File: src/rtl/rtmon_pkg.sv
// Notes on behaviour
// - one input: reset, remote test, contact monitoring
// - running with outputs on: opening means test
// - latched or locked out: opening means reset
// - input low at power-up forces lockout
// - run mode, open over quarter second: test
// - monitoring opening over 200 ms: test, outputs off
// - latching model: reset needed after trip, lockout
// - automatic model: outputs return when beams clear
package rtmon_pkg;
    // timing figures and derived cycle counts
    localparam int unsigned CLK_HZ = 10_000_000;
    localparam int unsigned OPEN_MIN_MS = 250;
    localparam int unsigned MON_OPEN_MS = 200;
    localparam int unsigned OPEN_MIN_CYC = OPEN_MIN_MS * (CLK_HZ / 1000);
    localparam int unsigned MON_OPEN_CYC = MON_OPEN_MS * (CLK_HZ / 1000);
    localparam int unsigned SELFTEST_CYC = 16;
    localparam int unsigned SYNC_SETTLE_CYC = 2;
    localparam int unsigned CNT_W = 23;
    // system states
    typedef enum logic [2:0] {
        RTMON_ST_POWERUP,
        RTMON_ST_WAIT_RESET,
        RTMON_ST_RUN,
        RTMON_ST_TRIPPED,
        RTMON_ST_TEST,
        RTMON_ST_LOCKOUT
    } rtmon_state_t;
endpackage : rtmon_pkg

File: src/rtl/rtmon_top.sv
`timescale 1ns/100ps
`default_nettype none
module rtmon_top #(
    parameter int unsigned OPEN_MIN_CYC = rtmon_pkg::OPEN_MIN_CYC,
    parameter int unsigned MON_OPEN_CYC = rtmon_pkg::MON_OPEN_CYC,
    parameter bit LATCH_MODEL = 1'b1
) (
    // clock and reset
    input wire logic core_clk,
    input wire logic rst,
    // shared reset, test and monitoring pin
    input wire logic reset_test_in,
    // beam evaluation from the scanner
    input wire logic beams_clear,
    input wire logic fault_detect,
    // safety outputs and status
    output logic safety_switch_output_1,
    output logic safety_switch_output_2,
    output logic test_active,
    output logic lockout,
    output logic wait_reset
);
    typedef struct packed {
        logic sync1;
        logic sync2;
        logic safety_switch_output;
        logic [4:0] st_cnt;
        rtmon_pkg::rtmon_state_t st;
    } rtmon_top_t;
    rtmon_top_t s_reg;
    rtmon_top_t s_next;

    localparam logic [rtmon_pkg::CNT_W-1:0] LONG_LIM =
        rtmon_pkg::CNT_W'(OPEN_MIN_CYC);
    localparam logic [rtmon_pkg::CNT_W-1:0] MON_LIM =
        rtmon_pkg::CNT_W'(MON_OPEN_CYC);
    localparam logic [4:0] ST_LIM = 5'(rtmon_pkg::SELFTEST_CYC);
    // edges before the synchronised pin shows the real input
    localparam logic [4:0] PWR_SETTLE = 5'(rtmon_pkg::SYNC_SETTLE_CYC);

    logic long_open;
    logic mon_open;
    logic released_long;

    ////////////////////////////////////////////////////////////////////
    // opening timer on the synchronised shared input
    rtmon_open_timer #(
        .W(rtmon_pkg::CNT_W)
    ) u_timer (
        .core_clk(core_clk),
        .rst(rst),
        .line_high(s_reg.sync2),
        .long_lim(LONG_LIM),
        .mon_lim(MON_LIM),
        .long_open(long_open),
        .mon_open(mon_open),
        .released_long(released_long)
    );

    ////////////////////////////////////////////////////////////////////
    // state machine: one input, meaning chosen by state
    always_comb
    begin
        s_next = s_reg;
        s_next.sync1 = reset_test_in;
        s_next.sync2 = s_reg.sync1;
        case (s_reg.st)
            rtmon_pkg::RTMON_ST_POWERUP:
            begin
                // wait for the synchroniser to fill before judging the
                // pin, else its reset value would decide the outcome
                if (s_reg.st_cnt != PWR_SETTLE)
                    s_next.st_cnt = s_reg.st_cnt + 5'h01;
                // low or floating input at power-up locks out
                else if (!s_reg.sync2)
                    s_next.st = rtmon_pkg::RTMON_ST_LOCKOUT;
                else if (LATCH_MODEL)
                    s_next.st = rtmon_pkg::RTMON_ST_WAIT_RESET;
                else
                    s_next.st = rtmon_pkg::RTMON_ST_TRIPPED;
            end
            rtmon_pkg::RTMON_ST_WAIT_RESET, rtmon_pkg::RTMON_ST_LOCKOUT:
            begin
                // long opening then close is a reset
                if (released_long && !fault_detect)
                    s_next.st = rtmon_pkg::RTMON_ST_TRIPPED;
            end
            rtmon_pkg::RTMON_ST_TRIPPED:
            begin
                if (fault_detect)
                    s_next.st = rtmon_pkg::RTMON_ST_LOCKOUT;
                else if (beams_clear && s_reg.sync2)
                    s_next.st = rtmon_pkg::RTMON_ST_RUN;
            end
            rtmon_pkg::RTMON_ST_RUN:
            begin
                // contact loop open too long or test opening
                if (fault_detect)
                    s_next.st = rtmon_pkg::RTMON_ST_LOCKOUT;
                else if (mon_open || long_open)
                begin
                    s_next.st = rtmon_pkg::RTMON_ST_TEST;
                    s_next.st_cnt = '0;
                end
                else if (!beams_clear)
                    s_next.st = LATCH_MODEL ?
                        rtmon_pkg::RTMON_ST_WAIT_RESET :
                        rtmon_pkg::RTMON_ST_TRIPPED;
            end
            rtmon_pkg::RTMON_ST_TEST:
            begin
                // self-test runs, then waits for the input to close
                if (s_reg.st_cnt != ST_LIM)
                    s_next.st_cnt = s_reg.st_cnt + 5'h01;
                else if (fault_detect)
                    s_next.st = rtmon_pkg::RTMON_ST_LOCKOUT;
                else if (s_reg.sync2)
                    s_next.st = rtmon_pkg::RTMON_ST_TRIPPED;
            end
            default:
                s_next.st = rtmon_pkg::RTMON_ST_LOCKOUT;
        endcase
        // outputs on only when entering or staying in run
        s_next.safety_switch_output = (s_next.st == rtmon_pkg::RTMON_ST_RUN);
    end

    always_ff @(posedge core_clk or posedge rst)
    begin
        if (rst)
        begin
            s_reg <= '0;
            s_reg.st <= rtmon_pkg::RTMON_ST_POWERUP;
            // synchroniser starts at the closed level: no false opening
            s_reg.sync1 <= 1'b1;
            s_reg.sync2 <= 1'b1;
        end
        else
            s_reg <= s_next;
    end

    ////////////////////////////////////////////////////////////////////
    // registered outputs
    assign safety_switch_output_1 = s_reg.safety_switch_output;
    assign safety_switch_output_2 = s_reg.safety_switch_output;
    assign test_active = (s_reg.st == rtmon_pkg::RTMON_ST_TEST);
    assign lockout = (s_reg.st == rtmon_pkg::RTMON_ST_LOCKOUT);
    assign wait_reset = (s_reg.st == rtmon_pkg::RTMON_ST_WAIT_RESET);
endmodule : rtmon_top
`default_nettype wire

File: src/rtl/rtmon_open_timer.sv
`timescale 1ns/100ps
`default_nettype none
module rtmon_open_timer #(
    parameter int unsigned W = 23
) (
    // clock and reset
    input wire logic core_clk,
    input wire logic rst,
    // synchronised input level
    input wire logic line_high,
    // thresholds in cycles
    input wire logic [W-1:0] long_lim,
    input wire logic [W-1:0] mon_lim,
    // results
    output logic long_open,
    output logic mon_open,
    output logic released_long
);
    typedef struct packed {
        logic [W-1:0] cnt;
        logic rel;
    } rtmon_tmr_t;
    rtmon_tmr_t s_reg;
    rtmon_tmr_t s_next;

    // count open time while low; pulse when a long opening closes
    always_comb
    begin
        s_next = s_reg;
        s_next.rel = 1'b0;
        if (!line_high)
        begin
            if (s_reg.cnt != {W{1'b1}})
                s_next.cnt = s_reg.cnt + 1'b1;
        end
        else
        begin
            s_next.rel = (s_reg.cnt >= long_lim);
            s_next.cnt = '0;
        end
    end

    always_ff @(posedge core_clk or posedge rst)
    begin
        if (rst)
            s_reg <= '0;
        else
            s_reg <= s_next;
    end

    assign long_open = (s_reg.cnt > long_lim);
    assign mon_open = (s_reg.cnt > mon_lim);
    assign released_long = s_reg.rel;
endmodule : rtmon_open_timer
`default_nettype wire

File: config.mk
export PLATFORM = sky130hd
export DESIGN_NAME = rtmon_top
export DESIGN_NICKNAME = d
export VERILOG_FILES = /design/src/rtl/rtmon_pkg.sv /design/src/rtl/rtmon_top.sv /design/src/rtl/rtmon_open_timer.sv
export SDC_FILE = /design/constraint.sdc
export NUM_CORES = 1
export LEC_CHECK = 0
export BUFFER_PORTS_ARGS = -buffer_cell sky130_fd_sc_hd__buf_2
export CAP_MARGIN = 20
export CORE_MARGIN = 2
export CORE_UTILIZATION = 55
export CTS_BUF_LIST = sky130_fd_sc_hd__clkbuf_4 sky130_fd_sc_hd__clkbuf_8
export DETAILED_ROUTE_END_ITERATION = 7
export PLACE_DENSITY = 0.72
export SLEW_MARGIN = 20
export SYNTH_ARGS = -nofsm -noshare
export SYNTH_HDL_FRONTEND = slang
export SYNTH_SLANG_ARGS = --single-unit
File: constraint.sdc
create_clock -name core_clk -period 2.1 [get_ports core_clk]
set_input_delay 0.21 -clock core_clk [delete_from_list [all_inputs] [get_ports core_clk]]
set_output_delay 0.21 -clock core_clk [all_outputs]
set_load 0.02 [all_outputs]
Word-level counts from Yosys, hierarchy flattened
Cells that the tools add are included.

cells by class
  bitwise operators = 0
  $add $sub $neg = 2
  mux-type cells = 20
  order comparisons = 3
  div/mod/pow operators = 0
  shift-type cells = 0
  eq/ne operators = 13
  reduce and logical (&&, ||, !) cells = 9
  multipliers = 0

operators by type and width
  cell                   number
  $mux 23                2
  $mux 3                 11
  $add 23x1->23 const B  1
  $ge 23x22->1 const B   1
  $gt 23x21->1 const B   1
  $gt 23x22->1 const B   1
  $ne 23x23->1 const B   1
  $mux 5                 4
  $pmux 3 s5             1
  $pmux 5 s3             1
  $eq 3x2->1 const B     3
  $eq 3x3->1 const B     2
  $ne 2x2->1 const B     3
  $add 5x1->5 const B    1
  $ne 5x2->1 const B     1
  $ne 5x5->1 const B     1
  $reduce_and 5->1       1
  $eq 3x1->1 const B     1
  $logic_not 3->1        1
  $reduce_bool 3->1      1
  $logic_and 1x1->1      2
  $ne 2x1->1 const B     1
  $reduce_bool 2->1      1
  $reduce_or 2->1        1
  other kinds (3)        3

storage, ports and cells
  output and inout bits = 5
  bits in latches = 0
  register bits = 35
  bits in writable memories = 0
  logic and storage cells = 54
  ROM bits = 0
  memories kept = 0

Longest topological paths before layout
Gate-level depths: netlist (run 1).

  word-level depth = 6
  depth in mapped cells = 8
  depth with buffers taken out = 7

By module
Synthesis (run 1) repeated with hierarchy kept, for this count alone.

unflattened totals
  cell total of the unflattened synthesis = 371
  area total of the unflattened synthesis = 3214.3 µm²

modules (own cells, without submodules)
  module            times used  cells an instance  seq. area each (µm²)  area an instance (µm²)
  rtmon_open_timer  1           295                600.6                 2491.1
  rtmon_top         1           76                 277.8                 723.2

Least setup slack after synthesis (run 1)
Ideal clock, no wire load.

  path kind = flip-flop to flip-flop
  start point = register s_reg[1] (netlist bit)
  end point = register s_reg, in the netlist safety_switch_output_1
  stages on the path, launching flop included = 7
  data required time = 1.982 ns
  slack = 0.182 ns
  arrival = 1.800 ns
  library setup time = 0.118 ns
  clock period less this slack = 1.918 ns
  path buffers = 1
  cells stage by stage = dfrtp_1 clkbuf_1 nor3b_1 a31oi_1 o211ai_1 a21o_1 nor2b_1

RTL lines
  what                      RTL line          RTL
  start: declaration        rtmon_top.sv:30   rtmon_top_t s_reg;
  start signal: assignment  rtmon_top.sv:138  s_reg <= s_next;

Worst setup path after layout (run 1)
  start point = register u_timer.s_reg[6] (netlist bit)
  end point = register u_timer.s_reg[12] (netlist bit)

on the way
  word-level cells in the longest chain between the ends = 3

ends and longest elaborated chain
  what                      RTL line                RTL
  start: declaration        rtmon_open_timer.sv:23  rtmon_tmr_t s_reg;
  start signal: assignment  rtmon_open_timer.sv:48  s_reg <= s_next;
  $add 23x1->23             rtmon_open_timer.sv:34  s_next.cnt = s_reg.cnt + 1'b1;
  $mux 23                   rtmon_open_timer.sv:33  if (s_reg.cnt != {W{1'b1}})
  $mux 23                   rtmon_open_timer.sv:31  if (!line_high)

Parallel ways exist; a longest one is shown, timed or not. The select of a mux whose other input is x is not followed.
A chain may end at the register's enable or synchronous reset.

==> impl_metrics.env, run 1 <==
export IMPL_cts_root_buf="clkbuf_8"
export IMPL_hold_worst_slack_ps=3.12
export IMPL_path_buf_inv=0
export IMPL_period_share_pct=90.4
export IMPL_synth_avg_cell_area_um2=9.13
export IMPL_portBuffers=9
export IMPL_syn_area_mm2=0.00221
export IMPL_power_mw=1.37
export IMPL_vias=1816
export IMPL_largest_reg_flops=23
export IMPL_status="finished, final reports clean"
export IMPL_dp_hpwl_mm=3.28
export IMPL_area_growth_syn_to_layout_pct=13.4
export IMPL_seqCellArea_um2=878
export IMPL_grt_pass1_vias=1787
export IMPL_min_period_ps=1900
export IMPL_postRouteAntennaNets=0
export IMPL_antenna_found_initial=0
export IMPL_drcViolationCount=0
export IMPL_clock_fmax_ghz=0.527
export IMPL_dieWidth_um=67.4
export IMPL_grt_usage_pct=24.2
export IMPL_setup_worst_path_class="flop to flop"
export IMPL_yosys_warnings=0
export IMPL_grt_setup_unrepaired="no"
export IMPL_hold_viol=0
export IMPL_crit_path_end_kind="flop"
export IMPL_max_vdd_ir_drop_mv=0.479
export IMPL_syn_nets=252
export IMPL_std_cell_rows=23
export IMPL_grt_max_degree=36
export IMPL_tns_ps=0
export IMPL_postSynth_asyncResetShare_pct=100
export IMPL_worstSkewPairLatency_ps=290
export IMPL_antenna_diode_count=0
export IMPL_io_pins=10
export IMPL_gp_congestion=0.816
export IMPL_routedWlPerCell_um=15.0
export IMPL_post_cts_buffers=0
export IMPL_crit_path_cell_trace="nand4_4 > or2_4 > a31o_2 > or3_2 > a21oi_1"
export IMPL_power_density_mw_per_mm2=548
export IMPL_hold_buffers=0
export IMPL_fillers=342
export IMPL_cts_tree="yes"
export IMPL_overflow=0
export IMPL_drive_gt1_share_pct=19.7
export IMPL_htree_levels=2
export IMPL_setup_viol=0
export IMPL_start_kind="flop"
export IMPL_drt_wl_total_mm=4.72
export IMPL_multi_input_area_mm2=0.00123
export IMPL_numCtsBuffers=5
export IMPL_critPathSlowestCell="dfrtp_1"
export IMPL_drt_initial_drc_count=109
export IMPL_via_per_inst=5.78
export IMPL_clk_pin_slew_ps=70
export IMPL_ys_types=59
export IMPL_syn_inst=242
export IMPL_hp_class="input pin to async pin"
export IMPL_drt_pass1_iter_count=4
export IMPL_crit_fanout=7
export IMPL_max_stage_delay_ps=470
export IMPL_fin_nets=273
export IMPL_post_cts_resize_count=0
export IMPL_fin_skew_ps=8.09
export IMPL_seq_area_frac_synth_pct=39.8
export IMPL_required_ps=2320
export IMPL_grt_pass1_wl_mm=8.20
export IMPL_ys_seq_elements=35
export IMPL_max_cap_violations=0
export IMPL_dieArea_mm2=0.00454
export IMPL_max_slew_margin_pct=62.6
export IMPL_leakage_nw=1.11
export IMPL_die_h_um=67.4
export IMPL_arrival_ps=2120
export IMPL_worst_slew_pin_slew_ps=560
export IMPL_coreArea_mm2=0.00394
export IMPL_final_util_pct=63.5
export IMPL_cts_sinks=35
export IMPL_synth_flop_cell="dfrtp_1"
export IMPL_clk_path_buf_depth=2
export IMPL_start_util_pct=56.0
export IMPL_drv_slew=0
export IMPL_synth_edff_count=0
export IMPL_critPathTopFamily="simple AND/OR/NAND/NOR gates"
-- kinds of logic (layout without fill, tap and decap cells) --
family | after synthesis | after routing | synth area share, %
xor+xnor | 12 | 12 | 4.76
flops | 35 | 35 | 39.8
mux | 4 | 4 | 1.93
simple gates | 111 | 111 | 29.5
compound gates | 50 | 50 | 16.5
buf+inv | 25 | 47 | 4.70
fa+ha+maj | 5 | 5 | 2.83
-- power by group --
group          switching [mW]  internal (mW)  total (mW)
Sequential            0.00610          0.682       0.688
Combinational          0.0329         0.0161      0.0490
Clock                   0.252          0.384       0.636
Total                   0.291           1.08        1.37
-- per-stage QoR --
stage          cell area (um^2)  std cells  setup slack [ps]
2_1_floorplan              2210        242               182
3_3_place_gp               2380        305               233
3_5_place_dp               2380        305               214
4_1_cts                    2490        313               197
5_1_grt                    2500        314              55.1
6_report                   2500        314               202
-- path summary, 6_finish.rpt --
| check | from | endpoint | slack [ps] | cells past startpoint |
|---|---|---|---|---|
| hold / removal | rst | u_timer.s_reg[9]$_DFFE_PP0P_ | 3 | 3 |
| max in group asynchronous | rst | s_reg[9]$_DFF_PP1_ | 1760 | 3 |
| hold reg to reg | s_next[9]$_DFF_PP1_ | s_reg[9]$_DFF_PP1_ | 360 | 0 |
| setup / recovery | u_timer.s_reg[6]$_DFFE_PP0P_ | u_timer.s_reg[12]$_DFFE_PP0P_ | 200 | 5 |
| min in group core_clk | beams_clear | s_reg[1]$_DFF_PP0_ | 210 | 2 |
| setup reg to reg | u_timer.s_reg[6]$_DFFE_PP0P_ | u_timer.s_reg[12]$_DFFE_PP0P_ | 200 | 5 |
-- worst register-to-register path: stages (launching register included) --
cell     delay, ps
dfrtp_1        470
nand4_4        170
or2_4          330
a31o_2         270
or3_2          430
a21oi_1        160
-- synth_stat cells (2+ instances only) --
| master | instances | area, um^2 |
|---|---|---|
| inv_1 | 14 | 52.6 |
| and3b_1 | 2 | 17.5 |
| nand2_1 | 14 | 52.6 |
| or3_1 | 3 | 18.8 |
| dfstp_2 | 2 | 52.6 |
| nand4_4 | 2 | 42.5 |
| and2_1 | 3 | 18.8 |
| and3_1 | 2 | 12.5 |
| or3_2 | 2 | 15.0 |
| mux2i_1 | 2 | 20.0 |
| ha_1 | 5 | 62.6 |
| buf_4 | 2 | 15.0 |
| o22ai_1 | 3 | 18.8 |
| o31ai_1 | 2 | 15.0 |
| a211oi_1 | 2 | 15.0 |
| a31oi_1 | 5 | 31.3 |
| nor3b_1 | 2 | 15.0 |
| a2111oi_4 | 2 | 55.1 |
| nor3_1 | 6 | 30.0 |
| a21oi_1 | 9 | 45.0 |
| dfrtp_1 | 33 | 826 |
| nand4_1 | 3 | 18.8 |
| nor2b_1 | 8 | 50.1 |
| o21ai_0 | 12 | 60.1 |
| nand3_1 | 12 | 60.1 |
| mux2_2 | 2 | 22.5 |
| nor2_1 | 35 | 131 |
| xor2_1 | 4 | 35.0 |
| xnor2_1 | 8 | 70.1 |
| o211ai_1 | 3 | 22.5 |
| nor4_1 | 3 | 18.8 |
| a41oi_1 | 2 | 17.5 |
| clkbuf_1 | 7 | 26.3 |
-- area by class of cell --
type,instances,area share (%)
clock buffers,6,3.30
clock inverters,2,1.40
inverters,14,2.10
multi-input cells,182,49.0
flip-flops and latches,35,35.1
well taps,50,2.50
repair buffers,25,6.69
-- per-layer routing --
metal	GRT usage, %	wire (um)	up-vias
li1	-	-	904
met1	30.6	2110	859
met2	39.2	2300	45
met3	6.50	220	8
met4	9.95	76	0
met5	0	0	-
-- placed cells by master (no fill, tap or decap), types with 2 or more instances in the layout --
cell type	n
a2111oi_4	2
a211oi_1	2
nand2_1	14
nand4_4	2
nand4_1	3
and3_1	2
ha_1	5
xnor2_1	8
dfstp_2	2
and3b_1	2
o22ai_1	3
buf_4	15
nand3_1	12
nor4_1	3
or3_1	3
and2_1	3
mux2_2	2
nor2b_1	8
o21ai_0	12
xor2_1	4
o31ai_1	2
mux2i_1	2
a41oi_1	2
or3_2	2
a31oi_1	5
nor2_1	35
buf_2	9
o211ai_1	3
nor3b_1	2
dfrtp_1	33
inv_1	14
clkbuf_8	6
nor3_1	6
a21oi_1	9
(Power assumes the default switching activity.)
==> run 2: changes to the inputs <==
--- a/config.mk
+++ b/config.mk
@@ -11,6 +11,7 @@
 export CORE_UTILIZATION = 55
 export CTS_BUF_LIST = sky130_fd_sc_hd__clkbuf_4 sky130_fd_sc_hd__clkbuf_8
 export DETAILED_ROUTE_END_ITERATION = 7
+export MAX_ROUTING_LAYER = met4
 export PLACE_DENSITY = 0.72
 export SLEW_MARGIN = 20
 export SYNTH_ARGS = -nofsm -noshare
==> run 2 against run 1 <==
Against the previous run:
- maximum frequency fell by 0.10%
- clock skew shrank 0.82 ps
- sequential power hardly changed
- design area stayed put
- critical path depth did not move
- clock power about the same
- core utilization unchanged
- combinational power about the same
- sequential share of layout area unchanged
- via count is 0.44% higher
- cell count is the same
- global-route usage is 0.74 points higher
- critical path type unchanged
- critical endpoint unchanged
- largest cell class unchanged
- largest power group unchanged
==> impl_metrics.env, run 2 (synthesis results as in run 1) <==
export IMPL_power_mw=1.37
export IMPL_fillers=342
export IMPL_cts_root_buf="clkbuf_8"
export IMPL_max_slew_margin_pct=61.5
export IMPL_min_period_ps=1900
export IMPL_grt_pass1_wl_mm=8.21
export IMPL_antenna_diode_count=0
export IMPL_dieWidth_um=67.4
export IMPL_mostFrequentLayoutCells="nor2_1 (35), dfrtp_1 (33), buf_4 (15), nand2_1 (14), inv_1 (14)"
export IMPL_dp_hpwl_mm=3.28
export IMPL_die_h_um=67.4
export IMPL_overflow=0
export IMPL_drt_initial_drc_count=111
export IMPL_grt_pass1_vias=1785
export IMPL_htree_levels=2
export IMPL_io_pins=10
export IMPL_power_density_mw_per_mm2=548
export IMPL_std_cell_rows=23
export IMPL_largest_reg_flops=23
export IMPL_clk_pin_slew_ps=70
export IMPL_final_util_pct=63.5
export IMPL_routedWlPerCell_um=15.0
export IMPL_start_util_pct=56.0
export IMPL_fin_skew_ps=7.27
export IMPL_multi_input_area_mm2=0.00123
export IMPL_worstSkewPairLatency_ps=290
export IMPL_postRouteAntennaNets=0
export IMPL_start_kind="flop"
export IMPL_drcViolationCount=0
export IMPL_final_common_cell="nor2_1"
export IMPL_post_cts_resize_count=0
export IMPL_drive_gt1_share_pct=19.7
export IMPL_crit_fanout=7
export IMPL_vias=1824
export IMPL_period_share_pct=90.5
export IMPL_gp_congestion=0.828
export IMPL_hp_class="input pin to async pin"
export IMPL_cts_sinks=35
export IMPL_leakage_nw=1.11
export IMPL_arrival_ps=2120
export IMPL_max_vdd_ir_drop_mv=0.481
export IMPL_setup_viol=0
export IMPL_clock_fmax_ghz=0.526
export IMPL_drt_pass1_iter_count=4
export IMPL_worst_slew_pin_slew_ps=577
export IMPL_status="finished, final reports clean"
export IMPL_drv_slew=0
export IMPL_post_cts_buffers=0
export IMPL_dieArea_mm2=0.00454
export IMPL_setup_worst_path_class="flop to flop"
export IMPL_via_per_inst=5.81
export IMPL_drt_wl_total_mm=4.72
export IMPL_tns_ps=0
export IMPL_hold_viol=0
export IMPL_fin_nets=273
export IMPL_portBuffers=9
export IMPL_numCtsBuffers=5
export IMPL_grt_usage_pct=25.0
export IMPL_rrSetupSlack_ps=200
export IMPL_grt_setup_unrepaired="no"
export IMPL_max_cap_violations=0
export IMPL_grt_max_degree=36
export IMPL_area_growth_syn_to_layout_pct=13.4
export IMPL_coreArea_mm2=0.00394
export IMPL_required_ps=2320
export IMPL_cts_tree="yes"
export IMPL_antenna_found_initial=0
export IMPL_crit_path_end_kind="flop"
export IMPL_seqCellArea_um2=878
export IMPL_clk_path_buf_depth=2
run 2: final timing paths:
check / from / end / cells after the start
max in group asynchronous: rst / s_reg[9]$_DFF_PP1_ / 3
worst max-delay path: u_timer.s_reg[6]$_DFFE_PP0P_ / u_timer.s_reg[12]$_DFFE_PP0P_ / 5
worst min-delay path: rst / u_timer.s_reg[12]$_DFFE_PP0P_ / 3
worst max register to register: u_timer.s_reg[6]$_DFFE_PP0P_ / u_timer.s_reg[12]$_DFFE_PP0P_ / 5
worst min register to register: s_next[9]$_DFF_PP1_ / s_reg[9]$_DFF_PP1_ / 0
min in group core_clk: beams_clear / s_reg[1]$_DFF_PP0_ / 2
run 2: what timing repair did:
| item | in CTS | in global routing |
|---|---|---|
| endpoints found under the setup margin | 0 | 0 |
| hold endpoints to repair | 0 | 1 |
| hold buffers | 0 | 1 |
run 2: cell type report:
| type | instances | area share [%] |
|---|---|---|
| Multi-Input combinational cell | 182 | 49.0 |
| Sequential cell | 35 | 35.1 |
| Timing Repair Buffer | 25 | 6.69 |
| Clock buffer | 6 | 3.30 |
| Tap cell | 50 | 2.50 |
| Inverter | 14 | 2.10 |
| Clock inverter | 2 | 1.40 |
run 2: per-stage QoR:
stage          instance area [um^2]  cells  worst slack, ps  hold slack, ps
6_report                       2500    314              200            3.33
5_1_grt                        2500    314             55.1            63.3
4_1_cts                        2490    313              197            5.48
3_5_place_dp                   2380    305              214             316
3_3_place_gp                   2380    305              233             314
2_1_floorplan                  2210    242              182             214
run 2: routing by layer:
metal,vias up,wire length [um],track usage (%)
met4,0,76,9.95
met2,52,2310,39.0
met5,-,0,-
li1,907,-,-
met3,8,218,6.50
met1,857,2110,31.0
run 2: worst max-delay path: stages, from the launching register on:
cell and delay, ps:
dfrtp_1 470, nand4_4 170, or2_4 330, a31o_2 270, or3_2 420, a21oi_1 160
run 2: where the power goes:
group / total [mW] / switching, mW / internal, mW / leakage [nW]
logic: 0.0492 / 0.0331 / 0.0161 / 0.605
clock network: 0.636 / 0.252 / 0.384 / 0.0612
registers: 0.688 / 0.00612 / 0.682 / 0.443
